==> src/design/chip_cfg_consts.svh <==
`ifndef CHIP_CFG_CONSTS_SVH
`define CHIP_CFG_CONSTS_SVH

`define MODE_SPECIAL_SINGLE 3'h0
`define MODE_EMU_NARROW 3'h1
`define MODE_SPECIAL_TEST 3'h2
`define MODE_EMU_WIDE 3'h3
`define MODE_NORMAL_SINGLE 3'h4
`define MODE_NORMAL_NARROW 3'h5
`define MODE_PERIPHERAL 3'h6
`define MODE_NORMAL_WIDE 3'h7
`define MODE_RESET_VAL 3'h4
`define VERIFY_CYCLES 8'h10
`define LP_RUN 2'h0
`define LP_STOP 2'h1
`define LP_PSEUDO 2'h2
`define LP_WAIT 2'h3

`endif

==> src/design/chip_cfg_pkg.sv <==
package chip_cfg_pkg;
   typedef logic [2:0] mode_t;
   typedef enum logic [1:0] {
      pwr_run = 2'b00,
      pwr_stop = 2'b01,
      pwr_pseudo = 2'b10,
      pwr_wait = 2'b11
   } pwr_state_e;
endpackage : chip_cfg_pkg

==> src/design/strap_if.sv <==
`timescale 1ns/1ns
`default_nettype none
interface strap_if;
   logic [2:0] mode;
   logic flash_map;
   logic osc_type;
   logic captured;
   modport cap (output mode, flash_map, osc_type, captured);
   modport use_side (input mode, flash_map, osc_type, captured);
endinterface : strap_if
`default_nettype wire

==> src/design/strap_capture.sv <==
`timescale 1ns/1ns
`default_nettype none
`include "chip_cfg_consts.svh"
module strap_capture (
   input wire logic clk,
   input wire logic rst,
   // raw board pins
   input wire logic [2:0] mode_pins,
   input wire logic flash_map_strap,
   input wire logic osc_type_strap,
   // captured values
   strap_if.cap straps
);
   import chip_cfg_pkg::*;
   logic [4:0] sync1;
   logic [4:0] sync2;
   logic rst_d;

   // two flops before any use of pin levels
   always_ff @(posedge clk) begin
      sync1 <= {mode_pins, flash_map_strap, osc_type_strap};
      sync2 <= sync1;
      rst_d <= rst;
   end

   // ---------------------------------------------
   // latch on reset release
   // ---------------------------------------------
   wire release_edge = rst_d & ~rst;
   always_ff @(posedge clk) begin
      if (rst) begin
         straps.captured <= 1'b0;
      end else if (release_edge) begin
         straps.captured <= 1'b1;
      end
   end
   // sampled at the release edge only; board holds straps steady
   always_ff @(posedge clk) begin
      if (release_edge) begin
         straps.mode <= sync2[4:2];
         straps.flash_map <= sync2[1];
         straps.osc_type <= sync2[0];
      end
   end
endmodule : strap_capture
`default_nettype wire

==> src/design/chip_mode_security_power_ctl.sv <==
// Function
// - mode pins latched at reset release
// - mode readable; limited runtime changes
// - flash map strap latched at release
// - flash visible bit maps internal flash
// - 000 special single, debug active, visible
// - other modes need debug activate command
// - 001 emulation narrow, visible = ~strap
// - 010 special test, flash hidden
// - 011 emulation wide, visible = ~strap
// - 100 normal single, flash visible
// - 101 normal narrow, visible = strap
// - 111 normal wide, visible = strap
// - osc strap 1 colpitts, 0 pierce
// - programmed security survives resets
// - secured single chip refuses debug
// - secured expanded: flash off, no debug
// - erase, special single, verify, reprogram
// - reset before reprogram resecures
// - stop halts clocks, oscillator; reset/ext irq wake
// - pseudo stop keeps osc, tick, watchdog
// - wait halts cpu, peripherals keep running
`timescale 1ns/1ns
`default_nettype none
`include "chip_cfg_consts.svh"
module chip_mode_security_power_ctl (
   input wire logic clk,
   input wire logic rst,
   // board straps
   input wire logic mode_sel_hi,
   input wire logic mode_sel_mid,
   input wire logic mode_sel_lo,
   input wire logic flash_map_strap,
   input wire logic osc_type_strap,
   // non-volatile security and flash state
   input wire logic nv_secured,
   input wire logic flash_erased,
   // debug host
   input wire logic debug_activate_cmd,
   input wire logic debug_op_req,
   // software mode write
   input wire logic mode_wr,
   input wire logic [2:0] mode_wr_data,
   // cpu power requests and wake
   input wire logic stop_instr,
   input wire logic pseudo_stop_en,
   input wire logic idle_halt_instruction,
   input wire logic ext_irq,
   input wire logic any_irq,
   // configuration outputs
   output chip_cfg_pkg::mode_t mode,
   output logic flash_visible,
   output logic flash_in_map,
   output logic osc_colpitts,
   output logic cfg_valid,
   // security and debug
   output logic secured,
   output logic background_debug,
   output logic debug_allowed,
   output logic debug_op_grant,
   output logic debug_op_refused,
   output logic verify_busy,
   output logic verify_done,
   // power control
   output chip_cfg_pkg::pwr_state_e pwr_state,
   output logic osc_run,
   output logic core_clk_en,
   output logic periph_clk_en,
   output logic tick_wdog_clk_en,
   output logic cpu_halt
);
   import chip_cfg_pkg::*;

   strap_if straps ();

   strap_capture u_cap (
      .clk(clk),
      .rst(rst),
      .mode_pins({mode_sel_hi, mode_sel_mid, mode_sel_lo}),
      .flash_map_strap(flash_map_strap),
      .osc_type_strap(osc_type_strap),
      .straps(straps)
   );

   // ---------------------------------------------
   // strap decode
   // ---------------------------------------------
   function automatic logic visible_for(input logic [2:0] m, input logic strap);
      logic v;
      v = 1'b1;
      unique case (m)
         `MODE_SPECIAL_SINGLE: v = 1'b1;
         `MODE_EMU_NARROW: v = ~strap;
         `MODE_SPECIAL_TEST: v = 1'b0;
         `MODE_EMU_WIDE: v = ~strap;
         `MODE_NORMAL_SINGLE: v = 1'b1;
         `MODE_NORMAL_NARROW: v = strap;
         `MODE_PERIPHERAL: v = 1'b1;
         `MODE_NORMAL_WIDE: v = strap;
      endcase
      return v;
   endfunction : visible_for

   function automatic logic is_expanded(input logic [2:0] m);
      return (m != `MODE_SPECIAL_SINGLE) && (m != `MODE_NORMAL_SINGLE);
   endfunction : is_expanded

   logic cap_d;
   wire cap_now = straps.captured & ~cap_d;
   wire strap_vis = visible_for(straps.mode, straps.flash_map);
   wire strap_special = (straps.mode == `MODE_SPECIAL_SINGLE);
   // secured expanded start runs from external memory only
   wire strap_sec_exp = nv_secured & is_expanded(straps.mode);

   // limited switching: only special modes may move, never into special single
   // or the reserved peripheral code
   wire mode_is_special = ~mode[2];
   wire mode_wr_ok = mode_wr & cfg_valid & mode_is_special & ~secured
      & (mode_wr_data != `MODE_SPECIAL_SINGLE) & (mode_wr_data != `MODE_PERIPHERAL);

   always_ff @(posedge clk) begin
      if (rst) begin
         cap_d <= 1'b0;
         cfg_valid <= 1'b0;
         mode <= `MODE_RESET_VAL;
         flash_visible <= 1'b0;
         flash_in_map <= 1'b0;
         osc_colpitts <= 1'b0;
      end else begin
         cap_d <= straps.captured;
         if (cap_now) begin
            cfg_valid <= 1'b1;
            mode <= straps.mode;
            flash_visible <= strap_vis;
            flash_in_map <= strap_vis & ~strap_sec_exp;
            osc_colpitts <= straps.osc_type;
         end else if (mode_wr_ok) begin
            mode <= mode_wr_data;
            flash_in_map <= flash_visible & ~(secured & is_expanded(mode_wr_data));
         end
      end
   end

   // ---------------------------------------------
   // security and debug
   // ---------------------------------------------
   // secured comes back from nv bits on every reset until reprogrammed
   logic [7:0] verify_cnt;
   wire verify_start = cap_now & strap_special & nv_secured & flash_erased;
   wire verify_end = verify_busy & (verify_cnt == 8'h01);

   always_ff @(posedge clk) begin
      if (rst) begin
         secured <= 1'b1;
         verify_busy <= 1'b0;
         verify_done <= 1'b0;
         verify_cnt <= 8'h00;
      end else begin
         if (cap_now) begin
            secured <= nv_secured;
         end else if (verify_end) begin
            secured <= 1'b0;
         end
         if (verify_start) begin
            verify_busy <= 1'b1;
            verify_cnt <= `VERIFY_CYCLES;
         end else if (verify_busy) begin
            verify_cnt <= verify_cnt - 8'h01;
            if (verify_end) begin
               verify_busy <= 1'b0;
               verify_done <= 1'b1;
            end
         end
      end
   end

   wire next_debug_allowed = cfg_valid & ~secured;
   always_ff @(posedge clk) begin
      if (rst) begin
         background_debug <= 1'b0;
         debug_allowed <= 1'b0;
         debug_op_grant <= 1'b0;
         debug_op_refused <= 1'b0;
      end else begin
         debug_allowed <= next_debug_allowed;
         if (cap_now & strap_special) begin
            background_debug <= 1'b1;
         end else if (debug_activate_cmd & cfg_valid) begin
            background_debug <= 1'b1;
         end
         debug_op_grant <= debug_op_req & background_debug & debug_allowed;
         debug_op_refused <= debug_op_req & ~(background_debug & debug_allowed);
      end
   end

   // ---------------------------------------------
   // low power
   // ---------------------------------------------
   pwr_state_e state;
   pwr_state_e next_state;
   always_comb begin
      next_state = state;
      unique case (state)
         pwr_run: begin
            if (stop_instr) begin
               next_state = pseudo_stop_en ? pwr_pseudo : pwr_stop;
            end else if (idle_halt_instruction) begin
               next_state = pwr_wait;
            end
         end
         pwr_stop: if (ext_irq) next_state = pwr_run;
         pwr_pseudo: if (ext_irq) next_state = pwr_run;
         pwr_wait: if (any_irq) next_state = pwr_run;
      endcase
   end

   always_ff @(posedge clk) begin
      if (rst) begin
         state <= pwr_run;
         pwr_state <= pwr_run;
         osc_run <= 1'b1;
         core_clk_en <= 1'b1;
         periph_clk_en <= 1'b1;
         tick_wdog_clk_en <= 1'b1;
         cpu_halt <= 1'b0;
      end else begin
         state <= next_state;
         pwr_state <= next_state;
         osc_run <= next_state != pwr_stop;
         core_clk_en <= next_state == pwr_run;
         periph_clk_en <= (next_state == pwr_run) | (next_state == pwr_wait);
         tick_wdog_clk_en <= next_state != pwr_stop;
         cpu_halt <= next_state != pwr_run;
      end
   end

   // erase-verify span as a plain count for the delay below
   localparam int VERIFY_SPAN = int'(`VERIFY_CYCLES);
endmodule : chip_mode_security_power_ctl
`default_nettype wire

==> config.mk <==
export PLATFORM = sky130hd
export DESIGN_NAME = chip_mode_security_power_ctl
export DESIGN_NICKNAME = d
export VERILOG_FILES = /design/src/design/chip_cfg_pkg.sv /design/src/design/strap_if.sv /design/src/design/strap_capture.sv /design/src/design/chip_mode_security_power_ctl.sv
export VERILOG_INCLUDE_DIRS = /design/src /design/src/design
export SDC_FILE = /design/constraint.sdc
export NUM_CORES = 1
export LEC_CHECK = 0
export ABC_AREA = 1
export ABC_CLOCK_PERIOD_IN_PS = 1990
export BUFFER_PORTS_ARGS = -buffer_cell sky130_fd_sc_hd__buf_2
export CAP_MARGIN = 20
export CORE_MARGIN = 4
export CORE_UTILIZATION = 52
export DETAILED_ROUTE_END_ITERATION = 16
export MAX_ROUTING_LAYER = met4
export PLACE_DENSITY_LB_ADDON = 0.2
export RECOVER_POWER = 100
export SLEW_MARGIN = 20
export SYNTH_ARGS = -nofsm -noshare
export SYNTH_HDL_FRONTEND = slang
export SYNTH_SLANG_ARGS = --single-unit
==> constraint.sdc <==
create_clock -name clk -period 1.99 [get_ports clk]
set_input_delay 0.2985 -clock clk [delete_from_list [all_inputs] [get_ports clk]]
set_output_delay 0.2985 -clock clk [all_outputs]
set_load 0.01 [all_outputs]
==> flow_summary.toml <==
[detailed_routing]
wl_per_cell_um = 10.3
ant_nets = 0
viasPerCell = 4.57
wl_met1_um = 1400
num_vias = 1354
dr_wl_met3_um = 208
drtIter0Drc = 44
routed.top_layer = "met4"
finalWirelength_um = 3050
met2_length_um = 1390
drc = 0
first_pass_iters = 4

[clock_tree]
cts_sinks = 46
max-clock-path-buffers = 2
cts_tree = "yes"
path_clk_slew_ps = 130
h-tree-depth = 2
clock_latency_ps = 350
cts_setup_buffers = 0
numCtsBuffers = 5
root_buffer = "clkbuf_4"

[setup_path]
ff2ff_path_depth = 10
crit_start = "state[1]"
cp-end-kind = "flop"
cp-start-kind = "flop"
crit-reg2reg-capture = "core_clk_en"
worst-setup-path-type = "flop to flop"
r2r_setup_slack_ps = 380
required_ps = 2250
cp.arrival_ps = 1880
worst-path-max-fanout = 5
rr_startpoint = "state[1]"

[timing]
hold_viol_final = 0
timing.final.crit_share_pct = 81.1
tns_ps = 0
tightest_slew_ps = 660
rsz0062_at_grt = "false"
period_needed_ps = 1610
finalSetupViolations = 0
fin_skew_ps = 12.4
relSlewSlack_pct = 56.0
max_freq_mhz = 620
drv_slew = 0

[global_route]
grt_pass1_wl_um = 5150
grt_util_all_layers_pct = 15.7
grt_pass1_vias = 1222
grt_remaining_overflow = 0
antenna_found_initial = 0
grt_start_max_net_pins = 15

[synth]
avgSynthCellArea_um2 = 8.70
ys_seq_elements = 46
seq_area_frac_synth_pct = 54.5
synth_top_cell_area_share_pct = 46.0
synth_area_leader_cell = "dfxtp_1"
synth_area_um2 = 1780
synthCells = 205
synth_cell_type_count = 29
ys_warn_count = 0
synth.net_count = 231
synth.area.top_cells = "dfxtp_1 46%, edfxtp_1 8.4%, nand2_1 7.8%, nor2_1 6.1%, inv_1 5.1%"

[floorplanning]
fp-row-count = 20
ios = 41
core_region_area_um2 = 3150
die_w_um = 66.6
die_h_um = 66.6
start_util_pct = 56.5
dieArea_um2 = 4430

[worst_hold_path]
hp-start = "flash_map_strap"
hold_path_class = "input port to flop"
whs_endpoint = "u_cap.sync1[1]"
whs_path_depth = 1

[power_and_ir_drop]
p_leak_nw = 0.886
powerDensity_nw_per_um2 = 849
vdd_drop_max_mv = 0.621

[placed_design]
globalplace.congestion = 0.817
dp_hpwl_um = 2310
placed_cells = 286
io_buffers = 40

[run_status]
status = "finished clean"

[final_layout]
nets = 277
final_common_cell = "dfxtp_1"
final_cell_mix = "41 x dfxtp_1, 38 x nand2_1, 31 x nor2_1"
insertedDiodeCount = 0
fin_cells = 296
area_growth_pct = 15.2
drive_above_1_share_pct = 15.1

[run]
drv_cap = 0
-- power by group --
| group | total, mW | internal (mW) | switching (mW) |
|---|---|---|---|
| Combinational | 0.183 | 0.0705 | 0.113 |
| Clock | 0.542 | 0.265 | 0.277 |
| Sequential | 1.02 | 0.991 | 0.0273 |
| Total | 1.74 | 1.33 | 0.417 |
-- sequential cells by signal, summed over array words and instances (netlist names), 2 cells and up --
| register | cells |
|---|---|
| verify_cnt | 8 |
| u_cap.sync1 | 5 |
| u_cap.sync2 | 5 |
| mode | 3 |
| u_cap.straps.mode | 3 |
| state | 2 |
-- final cells by class --
type | instances | area, µm²
Clock buffer | 6 | 41.3
Inverter | 31 | 119
Fill cell | 317 | 1100
Timing Repair Buffer | 42 | 193
Sequential cell | 46 | 971
Tap cell | 44 | 55.1
Clock inverter | 2 | 37.5
Multi-Input combinational cell | 125 | 637
-- kinds of logic (layout without fill, tap and decap cells) --
| group | after synthesis | in the layout | share of synthesized area, % |
|---|---|---|---|
| DFF | 46 | 46 | 54.5 |
| AOI/OAI and AO/OA | 27 | 27 | 8.84 |
| adders and majority gates | 6 | 6 | 4.21 |
| and+or+nand+nor | 92 | 92 | 24.9 |
| buffers and inverters | 34 | 81 | 7.58 |
-- timing repair --
item,4_1_cts,5_1_grt
hold endpoints to repair,0,2
gates resized for setup,0,0
endpoints found under the setup margin,0,0
hold buffers,0,2
-- worst max path at each step --
stage,endpoint
after global placement,core_clk_en
after detailed placement,core_clk_en
after global routing,mode[1]
after CTS,core_clk_en
final,core_clk_en
after floorplan,core_clk_en
-- per-stage QoR --
stage          power [mW]  setup WS, ps  cell area (µm²)  utilization (%)  hold slack (ps)
2_1_floorplan        1.16           452             1780                -              310
3_5_place_dp         1.24           405             2020             64.1              312
5_1_grt              1.85           129             2050             65.1             2.35
6_report             1.74           376             2050             65.1             45.7
3_3_place_gp         1.23           443             2020             64.1              310
4_1_cts              1.78           385             2100             66.6             26.7
-- per-layer routing --
layer | vias to the layer above | global-route usage (%)
met5 | - | -
met4 | 0 | 5.33
met3 | 6 | 5.73
met2 | 32 | 24.5
met1 | 578 | 18.7
li1 | 738 | -
-- synthesized netlist by cell type --
cell type,n
inv_2,6
o22ai_1,1
nand2_2,1
nand4_1,2
o21ai_0,9
o21bai_1,2
nor2_2,3
nand2_1,37
dfxtp_1,41
clkbuf_1,1
ha_1,6
inv_4,1
inv_1,24
nor2_8,1
o21a_1,1
nor3_1,3
buf_2,1
a31oi_1,2
nand3b_1,1
buf_4,1
nor3_2,1
nand4_2,1
nor2_1,29
a21oi_1,9
nand3_1,8
edfxtp_1,5
nand3_2,2
nor2_4,3
a21oi_2,3
-- critical path: stages (launching register included) --
cell and delay (ps):
dfxtp_1 420, inv_1 60, ha_1 270, inv_1 30
o22ai_1 140, nand3_1 90, nand2_1 90, inv_1 60
ha_1 190, nor2_1 120, inv_1 60
(Power assumes the default switching activity.)
